===== src/lcf_pkg.sv =====
// Purpose: Constants shared by the LED channel fault manager
// Assumes: 20 MHz system clock
// Notes:   Register offsets are byte addresses on classic Wishbone
package lcf_pkg;
    // ************************************************************
    // Clock and timing
    // ************************************************************
    localparam int unsigned CLK_HZ          = 20_000_000;
    localparam int unsigned FAULT_TIME_US   = 1000;
    localparam int unsigned SOFT_TIME_US    = 500;
    localparam int unsigned FAULT_CYCLES    = FAULT_TIME_US * (CLK_HZ / 1_000_000);
    localparam int unsigned SOFT_CYCLES     = SOFT_TIME_US * (CLK_HZ / 1_000_000);
    localparam int unsigned CNT_W           = 24;

    // ************************************************************
    // Register map
    // ************************************************************
    localparam logic [3:0] ADDR_STATUS  = 4'h0;
    localparam logic [3:0] ADDR_MASK    = 4'h4;
    localparam logic [3:0] ADDR_CONFIG  = 4'h8;
    localparam logic [3:0] ADDR_IRQ_EN  = 4'hC;

    // ************************************************************
    // Status and config bit positions for the single channel served here
    // ************************************************************
    localparam int unsigned BIT_OV      = 0;
    localparam int unsigned BIT_OPEN    = 1;
    localparam int unsigned BIT_SHORT   = 2;
    localparam int unsigned BIT_OC      = 3;
    localparam int unsigned CFG_LATCH   = 7;
    localparam int unsigned CFG_SERIAL  = 0;

    // ************************************************************
    // Reset values
    // ************************************************************
    localparam logic [3:0] MASK_RESET   = 4'hF;
    localparam logic [7:0] CONFIG_RESET = 8'h01;
    localparam logic [3:0] IRQ_EN_RESET = 4'h0;

    typedef enum logic [4:0] {
        ST_OFF   = 5'b0_0001,
        ST_SOFT  = 5'b0_0010,
        ST_RUN   = 5'b0_0100,
        ST_WAIT  = 5'b0_1000,
        ST_LATCH = 5'b1_0000
    } lcf_state_t;
endpackage


===== src/lcf_channel.sv =====
// Purpose: Fault supervision and response for one LED driver channel
// Assumes: Comparator decisions arrive as plain logic levels
// Notes:   Status clears by writing one; set wins over clear
//
// How it works
// - Enable below run threshold stops switching and turns the dimming gate off.
// - Enable below shutdown threshold disables all functions; bias, gate and switching go off but status and alert stay live.
// - Overvoltage halts switching, gate off, sets status bit, raises notification.
// - Feedback high with near-zero sense difference flags open string.
// - Feedback below short level after start-up flags shorted string.
// - Sense difference above overcurrent level sets status and notification together; in non-serial mode notification comes a cycle before status.
// - Short or overcurrent stops switching and turns the dimming gate off.
// - Hiccup response unless latch-off is selected.
// - Hiccup waits for timer expiry and fault gone before restarting.
// - Restart drives gate high and switches after soft-start.
// - Serial mode holds notification until clear; otherwise it follows the fault and also stays on through the hiccup wait.
// - Latch-off config stops switching after a fault until an enable low-to-high transition.
// - Only an enable low-to-high transition leaves latch-off.
// - Status bits stay latched until the host clears them.
// - Notification only for mask-enabled bits, except during the hiccup wait in non-serial mode; mask resets to all enabled.
//
// The register offsets and the Wishbone slave port were left to the implementer.
`timescale 1ns/1ps
`default_nettype none
module lcf_channel #(
    parameter int unsigned FAULT_CYCLES = lcf_pkg::FAULT_CYCLES,
    parameter int unsigned SOFT_CYCLES  = lcf_pkg::SOFT_CYCLES
) (
    // Clock and reset
    input  wire logic        CLK_SYS_I,
    input  wire logic        RESET_N_I,
    // Comparator decisions
    input  wire logic        EN_RUN_I,
    input  wire logic        EN_ON_I,
    input  wire logic        FB_OV_I,
    input  wire logic        FB_OPEN_I,
    input  wire logic        FB_SHORT_I,
    input  wire logic        SENSE_LOW_I,
    input  wire logic        SENSE_OC_I,
    // Wishbone slave
    input  wire logic        WB_CYC_I,
    input  wire logic        WB_STB_I,
    input  wire logic        WB_WE_I,
    input  wire logic [3:0]  WB_ADR_I,
    input  wire logic [31:0] WB_DAT_I,
    input  wire logic [3:0]  WB_SEL_I,
    output logic      [31:0] WB_DAT_O,
    output logic             WB_ACK_O,
    // Power stage and notification
    output logic             SWITCH_EN_O,
    output logic             GATE_ON_O,
    output logic             BIAS_ON_O,
    output logic             ALERT_N_O,
    output logic             IRQ_O
);
    // ************************************************************
    // Synchronisers
    // ************************************************************
    localparam int unsigned NS = 7;
    logic [NS-1:0] raw_w;
    logic [NS-1:0] s1_q;
    logic [NS-1:0] s2_q;
    assign raw_w = {EN_RUN_I, EN_ON_I, FB_OV_I, FB_OPEN_I, FB_SHORT_I, SENSE_LOW_I, SENSE_OC_I};

    always_ff @(posedge CLK_SYS_I or negedge RESET_N_I)
    begin
        if (!RESET_N_I)
        begin
            s1_q <= '0;
            s2_q <= '0;
        end
        else
        begin
            s1_q <= raw_w;
            s2_q <= s1_q;
        end
    end

    logic en_run_w, en_on_w, ov_w, open_w, short_w, oc_w, en_run_prev_q;
    assign en_run_w = s2_q[6];
    assign en_on_w  = s2_q[5];
    assign ov_w     = s2_q[4];
    assign open_w   = s2_q[3] & s2_q[1];
    assign oc_w     = s2_q[0];

    // ************************************************************
    // Registers and bus
    // ************************************************************
    logic [3:0] status_q;
    logic [3:0] mask_q;
    logic [7:0] config_q;
    logic [3:0] irq_en_q;
    logic       ack_q;
    logic [31:0] rdata_q;
    logic       started_q;
    lcf_pkg::lcf_state_t state_q;

    logic req_w, wr_w, wr_st_w, wr_mk_w, wr_cf_w, wr_ie_w, hit_w;
    assign req_w   = WB_CYC_I & WB_STB_I & ~ack_q;
    assign wr_w    = req_w & WB_WE_I & WB_SEL_I[0];
    assign wr_st_w = wr_w & (WB_ADR_I == lcf_pkg::ADDR_STATUS);
    assign wr_mk_w = wr_w & (WB_ADR_I == lcf_pkg::ADDR_MASK);
    assign wr_cf_w = wr_w & (WB_ADR_I == lcf_pkg::ADDR_CONFIG);
    assign wr_ie_w = wr_w & (WB_ADR_I == lcf_pkg::ADDR_IRQ_EN);
    assign hit_w   = (WB_ADR_I == lcf_pkg::ADDR_STATUS) | (WB_ADR_I == lcf_pkg::ADDR_MASK)
                   | (WB_ADR_I == lcf_pkg::ADDR_CONFIG) | (WB_ADR_I == lcf_pkg::ADDR_IRQ_EN);

    logic [31:0] rsel_w;
    assign rsel_w = !hit_w ? 32'h0000_0000 :
                    (WB_ADR_I == lcf_pkg::ADDR_STATUS) ? {28'h000_0000, status_q} :
                    (WB_ADR_I == lcf_pkg::ADDR_MASK)   ? {28'h000_0000, mask_q} :
                    (WB_ADR_I == lcf_pkg::ADDR_CONFIG) ? {24'h00_0000, config_q} :
                    {23'h00_0000, state_q, irq_en_q};

    // Fault events
    assign short_w = started_q & s2_q[2];
    logic [3:0] ev_w;
    assign ev_w = {oc_w, short_w, open_w, ov_w};
    logic [3:0] status_d;
    logic [3:0] clr_w;
    assign clr_w = wr_st_w ? WB_DAT_I[3:0] : 4'h0;

    // ************************************************************
    // Status bits, one per fault kind
    // ************************************************************
    for (genvar i = 0; i < 4; i++)
    begin : g_status
        assign status_d[i] = ev_w[i] | (status_q[i] & ~clr_w[i]);
        chk_bit_sticky: assert property (@(posedge CLK_SYS_I) disable iff (!RESET_N_I)
            status_q[i] && !clr_w[i] |=> status_q[i])
            else $error("status bit dropped");
        chk_bit_set: assert property (@(posedge CLK_SYS_I) disable iff (!RESET_N_I)
            ev_w[i] |=> status_q[i])
            else $error("fault not recorded");
        chk_bit_clear: assert property (@(posedge CLK_SYS_I) disable iff (!RESET_N_I)
            clr_w[i] && !ev_w[i] |=> !status_q[i])
            else $error("status bit not cleared");
    end

    always_ff @(posedge CLK_SYS_I or negedge RESET_N_I)
    begin
        if (!RESET_N_I)
        begin
            status_q <= 4'h0;
            mask_q   <= lcf_pkg::MASK_RESET;
            config_q <= lcf_pkg::CONFIG_RESET;
            irq_en_q <= lcf_pkg::IRQ_EN_RESET;
            ack_q    <= 1'b0;
            rdata_q  <= 32'h0000_0000;
        end
        else
        begin
            status_q <= status_d;
            ack_q    <= req_w;
            if (req_w)
                rdata_q <= rsel_w;
            if (wr_mk_w)
                mask_q <= WB_DAT_I[3:0];
            if (wr_cf_w)
                config_q <= WB_DAT_I[7:0];
            if (wr_ie_w)
                irq_en_q <= WB_DAT_I[3:0];
        end
    end
    assign WB_ACK_O = ack_q;
    assign WB_DAT_O = rdata_q;

    chk_ack_follow: assert property (@(posedge CLK_SYS_I) disable iff (!RESET_N_I)
        req_w |=> WB_ACK_O)
        else $error("request not acknowledged");
    chk_ack_pulse: assert property (@(posedge CLK_SYS_I) disable iff (!RESET_N_I)
        WB_ACK_O |=> !WB_ACK_O)
        else $error("acknowledge held");
    chk_unmapped_zero: assert property (@(posedge CLK_SYS_I) disable iff (!RESET_N_I)
        req_w && !hit_w |=> WB_DAT_O == 32'h0000_0000)
        else $error("unmapped read not zero");
    chk_mask_write: assert property (@(posedge CLK_SYS_I) disable iff (!RESET_N_I)
        wr_mk_w |=> mask_q == $past(WB_DAT_I[3:0]))
        else $error("mask write lost");
    chk_cfg_write: assert property (@(posedge CLK_SYS_I) disable iff (!RESET_N_I)
        wr_cf_w |=> config_q == $past(WB_DAT_I[7:0]))
        else $error("config write lost");

    // ************************************************************
    // Response state machine
    // ************************************************************
    logic [23:0] cnt_q;
    logic        hard_w, serial_w, latch_w;
    assign hard_w   = short_w | oc_w;
    assign serial_w = config_q[lcf_pkg::CFG_SERIAL];
    assign latch_w  = config_q[lcf_pkg::CFG_LATCH];

    always_ff @(posedge CLK_SYS_I or negedge RESET_N_I)
    begin
        if (!RESET_N_I)
        begin
            state_q       <= lcf_pkg::ST_OFF;
            cnt_q         <= 24'h00_0000;
            started_q     <= 1'b0;
            en_run_prev_q <= 1'b0;
        end
        else
        begin
            en_run_prev_q <= en_run_w;
            unique case (state_q)
                lcf_pkg::ST_OFF:
                    if (en_run_w & en_on_w)
                    begin
                        state_q <= lcf_pkg::ST_SOFT;
                        cnt_q   <= 24'h00_0000;
                    end
                lcf_pkg::ST_SOFT, lcf_pkg::ST_RUN:
                    if (!en_run_w | !en_on_w)
                    begin
                        state_q   <= lcf_pkg::ST_OFF;
                        started_q <= 1'b0;
                    end
                    else if (hard_w)
                    begin
                        state_q <= latch_w ? lcf_pkg::ST_LATCH : lcf_pkg::ST_WAIT;
                        cnt_q   <= 24'h00_0000;
                    end
                    else if (state_q == lcf_pkg::ST_SOFT)
                    begin
                        if (cnt_q >= 24'(SOFT_CYCLES - 1))
                        begin
                            state_q   <= lcf_pkg::ST_RUN;
                            started_q <= 1'b1;
                        end
                        else
                            cnt_q <= cnt_q + 24'h00_0001;
                    end
                lcf_pkg::ST_WAIT:
                    if (!en_run_w | !en_on_w)
                    begin
                        state_q   <= lcf_pkg::ST_OFF;
                        started_q <= 1'b0;
                    end
                    else if (cnt_q >= 24'(FAULT_CYCLES - 1))
                    begin
                        if (!(s2_q[2] | oc_w))
                        begin
                            state_q   <= lcf_pkg::ST_SOFT;
                            started_q <= 1'b0;
                            cnt_q     <= 24'h00_0000;
                        end
                    end
                    else
                        cnt_q <= cnt_q + 24'h00_0001;
                lcf_pkg::ST_LATCH:
                    if (en_run_w & !en_run_prev_q & en_on_w)
                    begin
                        state_q   <= lcf_pkg::ST_SOFT;
                        started_q <= 1'b0;
                        cnt_q     <= 24'h00_0000;
                    end
            endcase
        end
    end

    // ************************************************************
    // Response checks
    // ************************************************************
    logic en_ok_w;
    logic active_w;
    assign en_ok_w  = en_run_w & en_on_w;
    assign active_w = (state_q == lcf_pkg::ST_SOFT) | (state_q == lcf_pkg::ST_RUN);

    chk_hiccup_sel: assert property (@(posedge CLK_SYS_I) disable iff (!RESET_N_I)
        active_w && en_ok_w && hard_w && !latch_w |=> state_q == lcf_pkg::ST_WAIT)
        else $error("no hiccup on fault");
    chk_latch_sel: assert property (@(posedge CLK_SYS_I) disable iff (!RESET_N_I)
        active_w && en_ok_w && hard_w && latch_w |=> state_q == lcf_pkg::ST_LATCH)
        else $error("no latch-off on fault");
    chk_wait_timer: assert property (@(posedge CLK_SYS_I) disable iff (!RESET_N_I)
        state_q == lcf_pkg::ST_WAIT && en_ok_w && cnt_q < 24'(FAULT_CYCLES - 1) |=> state_q == lcf_pkg::ST_WAIT)
        else $error("restart before timer expiry");
    chk_wait_fault: assert property (@(posedge CLK_SYS_I) disable iff (!RESET_N_I)
        state_q == lcf_pkg::ST_WAIT && en_ok_w && (s2_q[2] || oc_w) |=> state_q == lcf_pkg::ST_WAIT)
        else $error("restart with fault present");
    chk_latch_exit: assert property (@(posedge CLK_SYS_I) disable iff (!RESET_N_I)
        state_q == lcf_pkg::ST_LATCH && !(en_run_w && !en_run_prev_q) |=> state_q == lcf_pkg::ST_LATCH)
        else $error("latch left without enable rise");
    chk_soft_length: assert property (@(posedge CLK_SYS_I) disable iff (!RESET_N_I)
        $rose(state_q == lcf_pkg::ST_RUN) |-> $past(cnt_q) >= 24'(SOFT_CYCLES - 1))
        else $error("soft start cut short");
    chk_early_short: assert property (@(posedge CLK_SYS_I) disable iff (!RESET_N_I)
        state_q == lcf_pkg::ST_SOFT |-> !short_w)
        else $error("short flagged during start-up");

    // ************************************************************
    // Outputs
    // ************************************************************
    logic alert_w, ov_stop_w;
    assign ov_stop_w   = ov_w;
    assign SWITCH_EN_O = (state_q == lcf_pkg::ST_RUN) & ~ov_stop_w & ~hard_w;
    assign GATE_ON_O   = ((state_q == lcf_pkg::ST_RUN) | (state_q == lcf_pkg::ST_SOFT)) & ~ov_stop_w & ~hard_w;
    assign BIAS_ON_O   = en_on_w;
    assign alert_w     = serial_w ? |(status_q & mask_q)
                                  : |(ev_w & mask_q) | (state_q == lcf_pkg::ST_WAIT);
    assign ALERT_N_O   = ~alert_w;
    assign IRQ_O       = |(status_q & irq_en_q);

    // ************************************************************
    // Checks
    // ************************************************************
    chk_status_sticky: assert property (@(posedge CLK_SYS_I) disable iff (!RESET_N_I)
        status_q[0] & ~(wr_st_w & WB_DAT_I[0]) |=> status_q[0]) else $error("status dropped");
    chk_ov_stops: assert property (@(posedge CLK_SYS_I) disable iff (!RESET_N_I)
        ov_w |-> !SWITCH_EN_O && !GATE_ON_O) else $error("switching on overvoltage");
    chk_oc_flag: assert property (@(posedge CLK_SYS_I) disable iff (!RESET_N_I)
        oc_w |=> status_q[3]) else $error("overcurrent not flagged");
    chk_latch_hold: assert property (@(posedge CLK_SYS_I) disable iff (!RESET_N_I)
        state_q == lcf_pkg::ST_LATCH && !en_run_w |=> state_q == lcf_pkg::ST_LATCH) else $error("left latch");
    chk_hard_stop: assert property (@(posedge CLK_SYS_I) disable iff (!RESET_N_I)
        hard_w |-> !SWITCH_EN_O) else $error("switching on short");
    chk_uv_stop: assert property (@(posedge CLK_SYS_I) disable iff (!RESET_N_I)
        !en_run_w |=> !SWITCH_EN_O) else $error("switching in undervoltage");
    chk_mask_alert: assert property (@(posedge CLK_SYS_I) disable iff (!RESET_N_I)
        serial_w && (status_q & mask_q) == 4'h0 |-> ALERT_N_O) else $error("masked alert");
    chk_soft_first: assert property (@(posedge CLK_SYS_I) disable iff (!RESET_N_I)
        $rose(state_q == lcf_pkg::ST_RUN) |-> $past(state_q) == lcf_pkg::ST_SOFT) else $error("no soft start");

    chk_uv_gate: assert property (@(posedge CLK_SYS_I) disable iff (!RESET_N_I)
        !en_run_w |=> !GATE_ON_O)
        else $error("gate on in undervoltage");
    chk_shutdown_bias: assert property (@(posedge CLK_SYS_I) disable iff (!RESET_N_I)
        !en_on_w |-> !BIAS_ON_O)
        else $error("bias on in shutdown");
    chk_shutdown_off: assert property (@(posedge CLK_SYS_I) disable iff (!RESET_N_I)
        !en_on_w |=> !SWITCH_EN_O && !GATE_ON_O)
        else $error("power stage on in shutdown");
    chk_soft_quiet: assert property (@(posedge CLK_SYS_I) disable iff (!RESET_N_I)
        state_q == lcf_pkg::ST_SOFT |-> !SWITCH_EN_O)
        else $error("switching during soft start");
    chk_serial_hold: assert property (@(posedge CLK_SYS_I) disable iff (!RESET_N_I)
        serial_w && (status_q & mask_q) != 4'h0 |-> !ALERT_N_O)
        else $error("serial alert released");
    chk_live_alert: assert property (@(posedge CLK_SYS_I) disable iff (!RESET_N_I)
        !serial_w && (ev_w & mask_q) != 4'h0 |-> !ALERT_N_O)
        else $error("live fault not reported");
    chk_irq_mask: assert property (@(posedge CLK_SYS_I) disable iff (!RESET_N_I)
        (status_q & irq_en_q) == 4'h0 |-> !IRQ_O)
        else $error("interrupt without enabled status");
endmodule
`default_nettype wire


===== config.mk =====
export PLATFORM = sky130hd
export DESIGN_NAME = lcf_channel
export DESIGN_NICKNAME = d
export VERILOG_FILES = /design/src/lcf_pkg.sv /design/src/lcf_channel.sv
export SDC_FILE = /design/constraint.sdc
export NUM_CORES = 1
export LEC_CHECK = 0
export BUFFER_PORTS_ARGS = -buffer_cell sky130_fd_sc_hd__buf_2
export CORE_ASPECT_RATIO = 0.6
export CORE_MARGIN = 2
export CORE_UTILIZATION = 53
export DETAILED_ROUTE_END_ITERATION = 16
export MAX_ROUTING_LAYER = met4
export PLACE_DENSITY = 0.78
export SYNTH_ARGS = -nofsm -noshare
export SYNTH_HDL_FRONTEND = slang
export SYNTH_SLANG_ARGS = --single-unit
export TNS_END_PERCENT = 50

===== constraint.sdc =====
create_clock -name CLK_SYS_I -period 2.6 [get_ports CLK_SYS_I]
set_input_delay 0.52 -clock CLK_SYS_I [delete_from_list [all_inputs] [get_ports CLK_SYS_I]]
set_output_delay 0.52 -clock CLK_SYS_I [all_outputs]
set_load 0.05 [all_outputs]

== Yosys cells after proc, flatten, opt, wreduce, memory -nomap -nowiden ==
Index checks and enable logic that the tools add are counted.

* Word-level logic and storage cells: 129
* Output and inout port bits: 38
* Bits in registers: 98
* Input port bits: 52

* Equal/unequal tests: 22
* Bitwise operators: 44
* Reduce and logical (&&, ||, !) cells: 12
* $lt $le $gt $ge: 2
* Mux-type cells: 36
* Add/sub/neg operators: 1

{| class="wikitable"
|+ Operators by type and width
! operator !! count
|-
| $mux W24 || 9
|-
| $pmux W24 S4 || 1
|-
| $mux W5 || 10
|-
| $mux W9 || 4
|-
| $add A24 B1 Y24 const B || 1
|-
| $ge A24 B14 Y1 const B || 1
|-
| $ge A24 B15 Y1 const B || 1
|-
| $ne A3 B3 Y1 const B || 8
|-
| $and A1 B1 Y1 || 21
|-
| $pmux W5 S4 || 1
|-
| $reduce_and A7 Y1 || 2
|-
| $and A4 B4 Y4 || 3
|-
| $or A1 B1 Y1 || 12
|-
| $reduce_or A4 Y1 || 3
|-
| $mux W1 || 9
|-
| $eq A4 B4 Y1 const B || 2
|-
| $ne A2 B2 Y1 const B || 4
|-
| $ne A4 B4 Y1 const B || 2
|-
| $not A1 Y1 || 8
|-
| $reduce_and A6 Y1 || 1
|-
| $eq A5 B1 Y1 const B || 1
|-
| $eq A5 B2 Y1 const B || 1
|-
| $eq A5 B3 Y1 const B || 1
|-
| $eq A5 B4 Y1 const B || 1
|-
| other kinds (8) || 10
|}

== Longest topological paths before layout ==
Gate-level depths: netlist (run 1).

* Depth in word-level cells: 9
* Depth in mapped cells: 8
* Depth with buffers taken out: 7

== Worst setup path after synthesis (run 1) ==
Ideal clock, no wire load.

* Path kind: reg-to-output
* From: reg state_q[0]
* To: out ALERT_N_O
* Data arrival time: 2.138 ns
* Required time: 2.080 ns
* Path slack: -0.058 ns
* Cell stages (with the launch flop): 6
* Path buffers: 1
* Cell sequence: dfstp_2 -> clkbuf_1 -> nor2_1 -> nand3_1 -> inv_1 -> o21ai_0

* Longest elaborated chain between the ends: 4

{| class="wikitable"
|+ Ends and longest elaborated chain
! item !! RTL line !! source
|-
| start: declaration || lcf_channel.sv:96 || <nowiki>lcf_pkg::lcf_state_t state_q;</nowiki>
|-
| start signal: assignment || lcf_channel.sv:197 || <nowiki>state_q <= lcf_pkg::ST_OFF;</nowiki>
|-
| start signal: assignment || lcf_channel.sv:209 || <nowiki>state_q <= lcf_pkg::ST_SOFT;</nowiki>
|-
| start signal: assignment || lcf_channel.sv:215 || <nowiki>state_q <= lcf_pkg::ST_OFF;</nowiki>
|-
| $eq A5 B4 Y1 || lcf_channel.sv:300 || <nowiki>: |(ev_w & mask_q) | (state_q == lcf_pkg::ST_WAIT);</nowiki>
|-
| $or A1 B1 Y1 || lcf_channel.sv:300 ||
|-
| $mux W1 || lcf_channel.sv:299 || <nowiki>assign alert_w = serial_w ? |(status_q & mask_q)</nowiki>
|-
| $not A1 Y1 || lcf_channel.sv:301 || <nowiki>assign ALERT_N_O = ~alert_w;</nowiki>
|-
| end: declaration || lcf_channel.sv:53 || <nowiki>output logic ALERT_N_O,</nowiki>
|}

Every way passes these cells.

== Final worst setup path (run 1) ==
* From: reg state_q[4]
* To: out GATE_ON_O

* Longest elaborated chain between the ends: 4
* Elaborated cells between the ends (all ways): 5
* Classes of those cells: eq/ne: 2; bitwise: 3

{| class="wikitable"
|+ Ends and longest elaborated chain
! item !! RTL line !! source
|-
| $eq A5 B3 Y1 or $eq A5 B2 Y1 (tied branches) || lcf_channel.sv:297 || <nowiki>assign GATE_ON_O = ((state_q == lcf_pkg::ST_RUN) | (state_q == lcf_pkg::ST_SOFT)) & ~ov_stop_w & ~hard_w;</nowiki>
|-
| $or A1 B1 Y1 * || lcf_channel.sv:297 ||
|-
| $and A1 B1 Y1 * (2 in series) || lcf_channel.sv:297 ||
|-
| end: declaration || lcf_channel.sv:51 || <nowiki>output logic GATE_ON_O,</nowiki>
|}

Every way passes the cells marked *; elsewhere a longest branch is shown, timed or not.

==> PnR_summary.wiki, run 1 <==
{| class="wikitable"
! Metric !! Value
|-
| Peak supply drop || 582 µV
|-
| Final min period || 2.52 ns
|-
| R2r worst-path depth || 8
|-
| Number of warnings issued by yosys || 0
|-
| Pwr/cell area || 801 nW/µm²
|-
| Critical Path Max Stage Delay || 0.48 ns
|-
| Largest net degree at the start of global routing || 76
|-
| Global-route wire length before repair || 12500 µm
|-
| Number of endpoints failing setup at the final stage || 0
|-
| Setup TNS || 0 ns
|-
| Buffer type at the clock tree root || clkbuf_16
|-
| Total congestion overflow || 0
|-
| Post-synthesis register bit count || 75
|-
| Slowest cell on crit path || dfrtp_1
|-
| Bufs on Longest Clock Path || 2
|-
| Final clock period utilization by the worst path || 97.0%
|-
| Tightest slew margin relative to the limit || 58.6%
|-
| Result of the run || complete, no violations
|-
| Average instance area after synthesis || 10.9 µm²
|-
| Placed cell count || 458
|-
| Total Die Area || 7640 µm²
|-
| Worst flop-to-flop path endpoint || cnt_q[8]
|-
| FP Rows || 23
|-
| Share of synthesized area occupied by flip-flops and latches || 51.2%
|-
| Worst reg-to-reg setup slack || 0.24 ns
|-
| Global router's overall resource usage || 22.1%
|-
| Post-Syn Area || 3680 µm²
|-
| Starting DRC count in detailed routing || 255
|-
| Fraction of layout cells with a size suffix above 1 || 24.8%
|-
| Estimated wirelength of the detail-placed design || 5560 µm
|-
| Count of TritonRoute iterations in the first routing pass || 4
|-
| I/O pin count || 90
|-
| Count of unresolved DRC violations after routing || 0
|-
| Antenna violations before repair || 0
|-
| Initial standard-cell utilization of the core || 54.8%
|-
| F_max || 396 MHz
|-
| Setup skew after layout || 0.00811 ns
|-
| Post-DR vias/cell || 5.65
|-
| Count of flip-flops with a built-in enable after synthesis || 0
|-
| Worst flop-to-flop path startpoint || cnt_q[0]
|-
| Setup Crit Path Kind || register to output pin
|-
| Final estimated routing congestion in global placement || 0.887
|-
| Critical Path Sink Type || output pin
|-
| Max-cap violations || 0
|-
| Number of buffers and inverters on the critical path || 1
|-
| Actual transition at the worst max-transition pin || 0.616 ns
|-
| Req. time, crit path || 2.08 ns
|-
| Kind of start point of the critical path || register
|-
| Flip-flop cell with the highest count after synthesis || dfrtp_1
|-
| Cells along the critical path || nor3_1 -> and3_1 -> nor2b_1 -> buf_2
|-
| Hold Path Class || primary input to async pin
|-
| Filler cell count in the final layout || 540
|-
| Routed WL || 7890 µm
|-
| Insertion delay of the later-clocked pin in the worst-skew pair || 0.33 ns
|-
| Synth Instances || 337
|-
| Dpl ws || 0.129 ns
|-
| Count of nets left with antenna violations after detail routing || 0
|-
| Number of H-tree levels || 3
|-
| Crit path arrival time || 2.00 ns
|-
| Average wire length per cell after detail routing || 16.6 µm
|-
| Die height || 68.5 µm
|-
| Max-slew violation count || 0
|-
| Final Power || 0.00338 W
|-
| Final standard cell count with taps included and fillers excluded || 474
|-
| Post-synth cell types || 54
|-
| Count of clock tree sinks || 75
|-
| Crit. Startpoint || state_q[4]
|-
| Top area cells in the synthesized netlist || dfrtp_1 47%, buf_4 4.9%, mux2_2 4.9%, dfstp_2 4.3%, a22o_1 4.0%
|-
| Clock slew at the register clock pins of the worst setup and hold paths || 0.05 ns
|-
| Number of vias after detailed routing || 2677
|-
| Yosys top cell area share || 47.0%
|-
| Synth-to-layout area growth || 14.6%
|-
| Die width || 112 µm
|-
| Number of I/O port buffers || 39
|-
| Setup repair after global routing missed its margin || no
|-
| Number of post-CTS setup repair buffers || 0
|-
| Final hold violations || 0
|-
| Synth async-reset ratio || 100%
|-
| Antenna Cells || 0
|-
| Share of the core filled with cells in the final layout || 62.8%
|-
| CTS tree || yes
|-
| Area inside the core boundary || 6710 µm²
|-
| Vias in the first global route || 2421
|-
| Fin nets || 435
|-
| Largest area contributor in the synthesized netlist || dfrtp_1
|-
| Inserted Clock Buffers || 9
|-
| Worst path top cell family by delay || simple AND/OR/NAND/NOR gates
|-
| Leakage power || 2.02 nW
|-
| Critical-path maximum fanout || 9
|-
| Final worst-path setup slack || 0.0769 ns
|}
==> metal layers <==
metal	global-route usage [%]	part of all wire (%)
met5	-	0
met4	6.48	1.2
met3	5.77	6.6
met2	30.9	44
met1	32.0	48
==> cell type report <==
cell class | count | area [µm²] | area share, %
clock inverters | 1 | 7.51 | 0.178
repair buffers | 47 | 280 | 6.65
flip-flops and latches | 75 | 1880 | 44.7
clock buffers | 15 | 288 | 6.83
inverters | 9 | 33.8 | 0.802
well taps | 87 | 109 | 2.58
multi-input cells | 240 | 1610 | 38.2
==> cell families (layout without fill, tap and decap cells) <==
group,count (synthesis),count (layout),share of synthesized area (%)
simple gates,116,116,17.6
flops,75,75,51.2
compound gates,73,73,14.2
buf+inv,44,72,7.35
mux,25,25,8.71
xor+xnor,2,2,0.476
fa+ha+maj,1,1,0.340
other cells,1,23,0.102
==> cell usage in the layout (no fill, tap or decap), drive strengths merged, types with 3 or more instances in the layout <==
cell	n
dfrtp	69
a21o	4
dfstp	6
a22o	17
nor2	19
nor3	11
inv	9
buf	47
and2	3
nand2b	5
clkbuf	15
conb	23
mux4	4
and3	7
o21ai	25
nand2	25
a21oi	9
mux2	16
mux2i	5
nor2b	16
nand3	12
==> worst reg2reg max path: cells and delay by family, from the launching register on <==
family,cells,cell delay [ns]
buf+inv,1,0.20
flops,1,0.40
fa+ha+maj,1,0.26
simple gates,3,0.74
compound gates,3,0.69
==> report_power, final <==
part | total (W) | internal, W | switching [W]
logic | 0.000837 | 0.000312 | 0.000526
registers | 0.00134 | 0.00125 | 0.0000903
clock network | 0.00120 | 0.000751 | 0.000449
total | 0.00338 | 0.00231 | 0.00106
==> sequential cells by signal, indices dropped and copies added, names as in the netlist <==
signal	count
cnt_q	24
WB_DAT_O	9
config_q	8
s1_q	7
s2_q	7
state_q	5
irq_en_q	4
mask_q	4
status_q	4
WB_ACK_O	1
en_run_prev_q	1
started_q	1
==> metrics by stage <==
| step | hold slack, ns | area, µm² |
|---|---|---|
| after global routing | 0.252 | 4210 |
| final | 0.209 | 4210 |
| after CTS | 0.235 | 4210 |
| after global placement | 0.333 | 3910 |
| after floorplan | 0.224 | 3760 |
| after detailed placement | 0.336 | 3910 |
==> synth_stat cells (2+ instances only) <==
| master | count |
|---|---|
| dfrtp_1 | 69 |
| nand2_1 | 25 |
| buf_4 | 24 |
| o21ai_0 | 19 |
| nor2_1 | 18 |
| a22o_1 | 17 |
| mux2_2 | 16 |
| nor2b_1 | 16 |
| nand3_1 | 12 |
| nor3_1 | 11 |
| a21oi_1 | 9 |
| clkbuf_1 | 9 |
| inv_1 | 9 |
| and3_1 | 7 |
| dfstp_2 | 6 |
| o21ai_1 | 6 |
| mux2i_1 | 5 |
| nand2b_1 | 5 |
| a21o_1 | 4 |
| mux4_2 | 4 |
| a22oi_1 | 2 |
| and2_1 | 2 |
| and4_1 | 2 |
| and4b_1 | 2 |
| buf_6 | 2 |
| nand3b_1 | 2 |
| nand4_1 | 2 |
| nor3b_1 | 2 |
| nor4_1 | 2 |
| o211ai_1 | 2 |
| or4_4 | 2 |
| xor2_1 | 2 |
==> worst max-delay path by stage <==
stage,to,cells past startpoint
after floorplan,GATE_ON_O,4
after global placement,cnt_q[8],8
after detailed placement,cnt_q[8],8
after CTS,cnt_q[8],8
after global routing,GATE_ON_O,4
final,GATE_ON_O,4
==> what timing repair did <==
| item | CTS | global route |
|---|---|---|
| hold buffers | 0 | 0 |
| resized for setup | 0 | 1 |
| hold endpoints to repair | 0 | 0 |
| endpoints found under the setup margin | 0 | 1 |
Power figures use the tool's default switching activity.
==> run 2, diff against run 1 <==
--- a/config.mk
+++ b/config.mk
@@ -5,13 +5,15 @@
 export SDC_FILE = /design/constraint.sdc
 export NUM_CORES = 1
 export LEC_CHECK = 0
+export ABC_AREA = 1
 export BUFFER_PORTS_ARGS = -buffer_cell sky130_fd_sc_hd__buf_2
 export CORE_ASPECT_RATIO = 0.6
 export CORE_MARGIN = 2
-export CORE_UTILIZATION = 53
+export CORE_UTILIZATION = 54
 export DETAILED_ROUTE_END_ITERATION = 16
+export GPL_TIMING_DRIVEN = 0
 export MAX_ROUTING_LAYER = met4
-export PLACE_DENSITY = 0.78
+export PLACE_DENSITY = 0.79
 export SYNTH_ARGS = -nofsm -noshare
 export SYNTH_HDL_FRONTEND = slang
 export SYNTH_SLANG_ARGS = --single-unit
==> run 2 against run 1 <==
Sequential share of layout area down 4.3 points. Total power up 2.7%. Register-to-register slack better by 0.41 ns. Synthesized area up 7.7%. Design area up 11%. Final cell count up 41%. Count of clock-buffer cells in the layout down 6. Core utilization up 2.1 points. Critical path type unchanged. Highest routed layer unchanged. Die area up 5.4%. Combinational power up 6.2%.
==> PnR_summary.wiki, run 2 <==
{| class="wikitable"
! Metric !! Value
|-
| Result of the run || complete, no violations (unchanged)
|-
| Post-DR vias/cell || 5.09 (was 5.65)
|-
| Dpl ws || 0.477 ns (was 0.129 ns)
|-
| Clk network pwr share || 36.1% (was 35.5%)
|-
| Average wire length per cell after detail routing || 13.4 µm (was 16.6 µm)
|-
| Global-route wire length before repair || 15500 µm (was 12500 µm)
|-
| Number of vias after detailed routing || 3390 (was 2677)
|-
| Max-cap violations || 0 (unchanged)
|-
| Part of the total power dissipated in sequential elements || 38.2% (was 39.7%)
|-
| Critical-path maximum fanout || 10 (was 9)
|-
| CTS tree || yes (unchanged)
|-
| Post-Syn Area || 3960 µm² (was 3680 µm²)
|-
| Post-synthesis register bit count || 75 (unchanged)
|-
| Number of I/O port buffers || 39 (unchanged)
|-
| Count of clock tree sinks || 75 (unchanged)
|-
| Bufs on Longest Clock Path || 2 (unchanged)
|-
| Final hold violations || 0 (unchanged)
|-
| Register with the most flip-flops || cnt_q (unchanged)
|-
| CTS resizes || 0 (unchanged)
|-
| R2r worst-path depth || 11 (was 8)
|-
| Estimated wirelength of the detail-placed design || 6490 µm (was 5560 µm)
|-
| Largest net degree at the start of global routing || 76 (unchanged)
|-
| Most used cells in the layout excluding fill and tap cells || 151 x nand2_1, 69 x dfrtp_1, 54 x nor2_1 (was 69 x dfrtp_1, 39 x buf_2, 25 x nand2_1)
|-
| F_max || 411 MHz (was 396 MHz)
|-
| Count of unresolved DRC violations after routing || 0 (unchanged)
|-
| Total Die Area || 8060 µm² (was 7640 µm²)
|-
| Synth async-reset ratio || 100% (unchanged)
|-
| Max-slew violation count || 0 (unchanged)
|-
| Critical Path Sink Type || output pin (unchanged)
|-
| Share of power burned in combinational logic || 25.6% (was 24.8%)
|-
| Setup Crit Path Kind || register to output pin (unchanged)
|-
| Synth-to-layout area growth || 17.7% (was 14.6%)
|-
| Count of TritonRoute iterations in the first routing pass || 5 (was 4)
|-
| Clock slew at the register clock pins of the worst setup and hold paths || 0.06 ns (was 0.05 ns)
|-
| Number of buffers and inverters on the critical path || 2 (was 1)
|-
| Final worst-path setup slack || 0.165 ns (was 0.0769 ns)
|-
| Flip-flop cell with the highest count after synthesis || dfrtp_1 (unchanged)
|-
| Top area cells in the synthesized netlist || dfrtp_1 44%, nand2_1 14%, nor2_1 5.1%, buf_4 4.4%, inv_1 4.4% (was dfrtp_1 47%, buf_4 4.9%, mux2_2 4.9%, dfstp_2 4.3%, a22o_1 4.0%)
|-
| Met3 Resource Use GR || 7.73% (was 5.77%)
|-
| Setup repair after global routing missed its margin || no (unchanged)
|-
| Final Power || 0.00347 W (was 0.00338 W)
|-
| Insertion delay of the later-clocked pin in the worst-skew pair || 0.34 ns (was 0.33 ns)
|-
| Req. time, crit path || 2.08 ns (about the same)
|-
| Count of nets left with antenna violations after detail routing || 0 (unchanged)
|-
| Largest area contributor in the synthesized netlist || dfrtp_1 (unchanged)
|-
| Met1 demand-to-capacity share in global routing || 36.3% (was 32.0%)
|-
| Die width || 115 µm (was 112 µm)
|-
| Tightest slew margin relative to the limit || 38.8% (was 58.6%)
|-
| Setup TNS || 0 ns (unchanged)
|-
| Fin nets || 623 (was 435)
|-
| Final clock period utilization by the worst path || 93.6% (was 97.0%)
|-
| Final min period || 2.43 ns (was 2.52 ns)
|-
| Die height || 70.3 µm (was 68.5 µm)
|-
| Inserted Clock Buffers || 9 (unchanged)
|-
| Hold Path Class || primary input to register (was primary input to async pin)
|-
| Synth Instances || 498 (was 337)
|-
| Post-synth cell types || 36 (was 54)
|-
| Area inside the core boundary || 7180 µm² (was 6710 µm²)
|-
| Number of post-CTS setup repair buffers || 0 (unchanged)
|-
| FP Rows || 24 (was 23)
|-
| Antenna Cells || 0 (unchanged)
|-
| Crit path arrival time || 1.91 ns (was 2.00 ns)
|-
| Starting DRC count in detailed routing || 256 (was 255)
|-
| Flip-flop count of the largest register after layout || 24 (unchanged)
|-
| Share of the core filled with cells in the final layout || 65.0% (was 62.8%)
|-
| Setup skew after layout || 0.00685 ns (was 0.00811 ns)
|-
| Vias in the first global route || 3301 (was 2421)
|-
| Total congestion overflow || 0 (unchanged)
|-
| Slowest cell on crit path || dfrtp_1 (unchanged)
|-
| Initial standard-cell utilization of the core || 55.2% (was 54.8%)
|-
| Peak supply drop || 559 µV (was 582 µV)
|-
| Pwr/cell area || 744 nW/µm² (was 801 nW/µm²)
|-
| Post-route worst hold slack || 0.279 ns (was 0.209 ns)
|-
| Worst path top cell family by delay || simple AND/OR/NAND/NOR gates (unchanged)
|-
| Number of H-tree levels || 3 (unchanged)
|-
| Share of synthesized area occupied by flip-flops and latches || 47.6% (was 51.2%)
|-
| Number of warnings issued by yosys || 0 (unchanged)
|-
| Net Switching || 0.00118 W (was 0.00106 W)
|-
| Number of stages on the worst setup path || 7 (was 4)
|-
| Cells along the critical path || nor2_4 -> nand4_1 -> nand2_2 -> nand3_4 -> buf_6 -> nor2_1 -> clkbuf_4 (was nor3_1 -> and3_1 -> nor2b_1 -> buf_2)
|-
| Critical Path Max Stage Delay || 0.46 ns (was 0.48 ns)
|-
| Actual transition at the worst max-transition pin || 0.918 ns (was 0.616 ns)
|-
| Cell with the most instances after synthesis || nand2_1 (was dfrtp_1)
|-
| GR Layer Usage met2 || 36.2% (was 30.9%)
|-
| Final estimated routing congestion in global placement || 0.937 (was 0.887)
|-
| Most common cell after layout, fill and taps aside || nand2_1 (was dfrtp_1)
|-
| # hold bufs at CTS || 0 (unchanged)
|-
| Buffer type at the clock tree root || clkbuf_16 (unchanged)
|-
| Number of endpoints failing setup at the final stage || 0 (unchanged)
|-
| Fraction of layout cells with a size suffix above 1 || 22.3% (was 24.8%)
|-
| Global router's overall resource usage || 25.7% (was 22.1%)
|-
| Kind of start point of the critical path || register (unchanged)
|-
| Yosys top cell area share || 43.6% (was 47.0%)
|-
| Average instance area after synthesis || 7.95 µm² (was 10.9 µm²)
|-
| Leakage power || 2.51 nW (was 2.02 nW)
|-
| Antenna violations before repair || 0 (unchanged)
|-
| GRT Max-Usage Layer || met1 (unchanged)
|-
| Sw Ratio || 34.0% (was 31.5%)
|-
| Depth of the worst hold-timing path || 1
|-
| Routed WL || 8910 µm (was 7890 µm)
|-
| Count of flip-flops with a built-in enable after synthesis || 0 (unchanged)
|-
| I/O pin count || 90 (unchanged)
|-
| Commonest cells in the netlist || 151 x nand2_1, 69 x dfrtp_1, 54 x nor2_1, 46 x inv_1, 27 x o21ai_0 (was 69 x dfrtp_1, 25 x nand2_1, 24 x buf_4, 19 x o21ai_0, 18 x nor2_1)
|-
| Pint || 0.00229 W (was 0.00231 W)
|}
run 2: changes by cell type after synthesis, sizes merged, moves of 7 or more:
cell	delta
nand2	+138
inv	+43
nor2	+42
a22o	-17
nor2b	-16
mux2	-13
a21oi	+10
nand3	+10
nand4	+9
and3	-7
clkbuf	-7
run 2: final timing paths:
check	start	slack, ns	endpoint
max	state_q[1]	0.17	GATE_ON_O
min	SENSE_LOW_I	0.28	s1_q[1]
max reg2reg	cnt_q[0]	0.65	cnt_q[13]
min reg2reg	s1_q[0]	0.35	s2_q[0]
max in group asynchronous	RESET_N_I	1.69	cnt_q[11]
min in group asynchronous	RESET_N_I	0.30	irq_en_q[0]
run 2: cells by family after synthesis:
kind of cell | count (synthesis) | share of synthesized area [%]
XOR/XNOR | 10 | 2.21
flip-flops | 75 | 47.6
buffers and inverters | 82 | 10.7
AND/OR/NAND/NOR | 266 | 29.5
multiplexers | 3 | 0.853
AO/OA/AOI/OAI | 60 | 8.66
adder cells (fa/ha/maj) | 1 | 0.316
other | 1 | 0.0947
run 2: worst register-to-register path, stage by stage, from the launching register on:
cell and delay (ns):
dfrtp_1 0.41, ha_1 0.24, nand3_2 0.11, inv_1 0.08
nand2_1 0.08, nand2_1 0.08, nand2_1 0.16, nand3_2 0.18
buf_2 0.24, a21oi_1 0.18, nand2_2 0.06, nand2_1 0.05
run 2: cell type report:
class / count / area (µm²)
Multi-Input combinational cell: 363 / 1740
Timing Repair Buffer: 39 / 200
Sequential cell: 75 / 1880
Fill cell: 607 / 2510
Tap cell: 91 / 114
Clock buffer: 9 / 225
Clock inverter: 7 / 75.1
Inverter: 52 / 195
Buffer: 30 / 230
run 2: metal layers:
metal	wire length (µm)	part of all wire, %
met1	4230	47
met2	3900	44
met3	691	7.8
met4	94	1.1
met5	0	0
run 2: power by group through the flow:
stage / clock network [W] / logic [W] / registers (W)
6_report: 0.00125 / 0.000889 / 0.00133
5_1_grt: 0.00133 / 0.000983 / 0.00134
4_1_cts: 0.00128 / 0.000882 / 0.00132
3_5_place_dp: 0 / 0.000873 / 0.00134
3_3_place_gp: 0 / 0.000849 / 0.00134
2_1_floorplan: 0 / 0.000660 / 0.00135
run 2: stage by stage:
stage          std cells  area, µm²
3_3_place_gp         650       4350
5_1_grt              666       4660
4_1_cts              666       4650
3_5_place_dp         650       4350
6_report             666       4660
2_1_floorplan        520       4040
==> run 3, diff against run 2 <==
--- a/config.mk
+++ b/config.mk
@@ -9,11 +9,11 @@
 export BUFFER_PORTS_ARGS = -buffer_cell sky130_fd_sc_hd__buf_2
 export CORE_ASPECT_RATIO = 0.6
 export CORE_MARGIN = 2
-export CORE_UTILIZATION = 54
+export CORE_UTILIZATION = 50
 export DETAILED_ROUTE_END_ITERATION = 16
 export GPL_TIMING_DRIVEN = 0
 export MAX_ROUTING_LAYER = met4
-export PLACE_DENSITY = 0.79
+export PLACE_DENSITY = 0.74
 export SYNTH_ARGS = -nofsm -noshare
 export SYNTH_HDL_FRONTEND = slang
 export SYNTH_SLANG_ARGS = --single-unit
==> run 3 against run 2 <==
Sequential share of layout area decreased by 0.17 points. Worst hold slack improved by 0.0032 ns. Clock power about the same. Flip-flop and latch count unchanged. Largest power group unchanged.
==> PnR_summary.wiki, run 3 (synthesis gave the netlist of run 2 again) <==
{| class="wikitable"
! Metric !! Value
|-
| Result of the run || complete, no violations (unchanged)
|-
| Setup TNS || 0 ns (unchanged)
|-
| Number of vias after detailed routing || 3358 (was 3390)
|-
| Area inside the core boundary || 7790 µm² (was 7180 µm²)
|-
| Filler cell count in the final layout || 670 (was 607)
|-
| F_max || 408 MHz (was 411 MHz)
|-
| Cells along the critical path || nor2_4 -> nand4_1 -> nand2_2 -> nand3_4 -> buf_6 -> nor2_1 -> clkbuf_4 (unchanged)
|-
| Critical Path Max Stage Delay || 0.46 ns (about the same)
|-
| Average wire length per cell after detail routing || 12.6 µm (was 13.4 µm)
|-
| Critical Path Sink Type || output pin (unchanged)
|-
| Count of TritonRoute iterations in the first routing pass || 5 (unchanged)
|-
| Req. time, crit path || 2.08 ns (about the same)
|-
| Buffer type at the clock tree root || clkbuf_16 (unchanged)
|-
| Final min period || 2.45 ns (was 2.43 ns)
|-
| Hold Path Class || primary input to register (unchanged)
|-
| Count of nets left with antenna violations after detail routing || 0 (unchanged)
|-
| Fin nets || 623 (unchanged)
|-
| Die height || 72.9 µm (was 70.3 µm)
|-
| Worst path top cell family by delay || simple AND/OR/NAND/NOR gates (unchanged)
|-
| Global-route wire length before repair || 14400 µm (was 15500 µm)
|-
| Starting DRC count in detailed routing || 198 (was 256)
|-
| Initial standard-cell utilization of the core || 50.8% (was 55.2%)
|-
| Register with the most flip-flops || cnt_q (unchanged)
|-
| Inserted Clock Buffers || 9 (unchanged)
|-
| Total Die Area || 8670 µm² (was 8060 µm²)
|-
| Max-slew violation count || 0 (unchanged)
|-
| Count of clock tree sinks || 75 (unchanged)
|-
| Antenna violations before repair || 0 (unchanged)
|-
| Setup repair after global routing missed its margin || no (unchanged)
|-
| Synth-to-layout area growth || 18.2% (was 17.7%)
|-
| Clock slew at the register clock pins of the worst setup and hold paths || 0.06 ns (about the same)
|-
| Placed cell count || 667 (was 650)
|-
| CTS tree || yes (unchanged)
|-
| Setup skew after layout || 0.00517 ns (was 0.00685 ns)
|-
| Die width || 119 µm (was 115 µm)
|-
| Critical-path maximum fanout || 10 (unchanged)
|-
| Antenna Cells || 0 (unchanged)
|-
| Routed WL || 8640 µm (was 8910 µm)
|-
| Estimated wirelength of the detail-placed design || 6210 µm (was 6490 µm)
|-
| Number of I/O port buffers || 39 (unchanged)
|-
| Number of buffers and inverters on the critical path || 2 (unchanged)
|-
| Final hold violations || 0 (unchanged)
|-
| Setup Crit Path Kind || register to output pin (unchanged)
|-
| Post-DR vias/cell || 4.92 (was 5.09)
|-
| Number of endpoints failing setup at the final stage || 0 (unchanged)
|-
| Global router's overall resource usage || 22.1% (was 25.7%)
|-
| Number of H-tree levels || 3 (unchanged)
|-
| I/O pin count || 90 (unchanged)
|-
| Count of unresolved DRC violations after routing || 0 (unchanged)
|-
| Total congestion overflow || 0 (unchanged)
|-
| Max-cap violations || 0 (unchanged)
|-
| Bufs on Longest Clock Path || 2 (unchanged)
|-
| Most used cells in the layout excluding fill and tap cells || 151 x nand2_1, 69 x dfrtp_1, 54 x nor2_1 (unchanged)
|-
| Peak supply drop || 435 µV (was 559 µV)
|-
| Fraction of layout cells with a size suffix above 1 || 22.3% (unchanged)
|-
| Most common cell after layout, fill and taps aside || nand2_1 (unchanged)
|-
| Final estimated routing congestion in global placement || 0.932 (was 0.937)
|-
| Insertion delay of the later-clocked pin in the worst-skew pair || 0.34 ns (about the same)
|-
| Leakage power || 2.50 nW (was 2.51 nW)
|-
| Final standard cell count with taps included and fillers excluded || 683 (was 666)
|-
| FP Rows || 25 (was 24)
|-
| Vias in the first global route || 2989 (was 3301)
|-
| Actual transition at the worst max-transition pin || 0.920 ns (was 0.918 ns)
|-
| Pwr/cell area || 741 nW/µm² (was 744 nW/µm²)
|-
| Final clock period utilization by the worst path || 94.3% (was 93.6%)
|-
| Kind of start point of the critical path || register (unchanged)
|-
| Largest net degree at the start of global routing || 76 (unchanged)
|-
| Flip-flop count of the largest register after layout || 24 (unchanged)
|-
| Number of post-CTS setup repair buffers || 0 (unchanged)
|-
| Tightest slew margin relative to the limit || 38.7% (was 38.8%)
|-
| Crit path arrival time || 1.93 ns (was 1.91 ns)
|-
| Slowest cell on crit path || dfrtp_1 (unchanged)
|}
## run 3: area by class of cell
| type | instances | area (µm²) | area share (%) |
|---|---|---|---|
| buffer | 30 | 230 | 4.92 |
| sequential | 75 | 1880 | 40.2 |
| clock buffer | 9 | 225 | 4.81 |
| tap | 108 | 135 | 2.89 |
| inverter | 52 | 195 | 4.17 |
| multi-input combinational | 363 | 1740 | 37.1 |
| timing repair buffer | 39 | 200 | 4.28 |
| clock inverter | 7 | 73.8 | 1.58 |
## run 3: routing by layer
metal	vias up	part of all wire [%]	track usage (%)
li1	1678	-	-
met1	1540	50	31.2
met4	0	1.5	7.14
met2	128	41	31.0
met5	-	0	-
met3	12	7.5	5.94
## run 3: report_power, final
part | total, W | switching [W] | internal [W]
combinational | 0.000891 | 0.000603 | 0.000288
clock | 0.00125 | 0.000500 | 0.000749
sequential | 0.00133 | 0.0000760 | 0.00125
## run 3: metrics by stage
step | util (%) | hold WS, ns | power, W | instance area (µm²) | worst slack, ns
final | 60.1 | 0.282 | 0.00347 | 4680 | 0.149
after global routing | 60.1 | 0.270 | 0.00364 | 4680 | 0.0378
after CTS | 60.0 | 0.272 | 0.00348 | 4670 | 0.0695
after detailed placement | 56.2 | 0.337 | 0.00222 | 4380 | 0.456
after global placement | 56.1 | 0.333 | 0.00219 | 4370 | 0.508
after floorplan | - | 0.224 | 0.00201 | 4040 | 0.319
## run 3: timing repair
action,CTS,global route
endpoints found under the setup margin,0,1
hold buffers,0,0
resized for setup,0,2
## run 3: final timing paths
check / from / endpoint / slack (ns) / depth (start not counted)
max: state_q[1] / GATE_ON_O / 0.15 / 7
min: FB_OPEN_I / s1_q[3] / 0.28 / 1
max reg2reg: cnt_q[0] / cnt_q[6] / 0.69 / 12
min reg2reg: s1_q[0] / s2_q[0] / 0.35 / 0
max in group asynchronous: RESET_N_I / status_q[3] / 1.69 / 1
min in group asynchronous: RESET_N_I / config_q[1] / 0.31 / 1
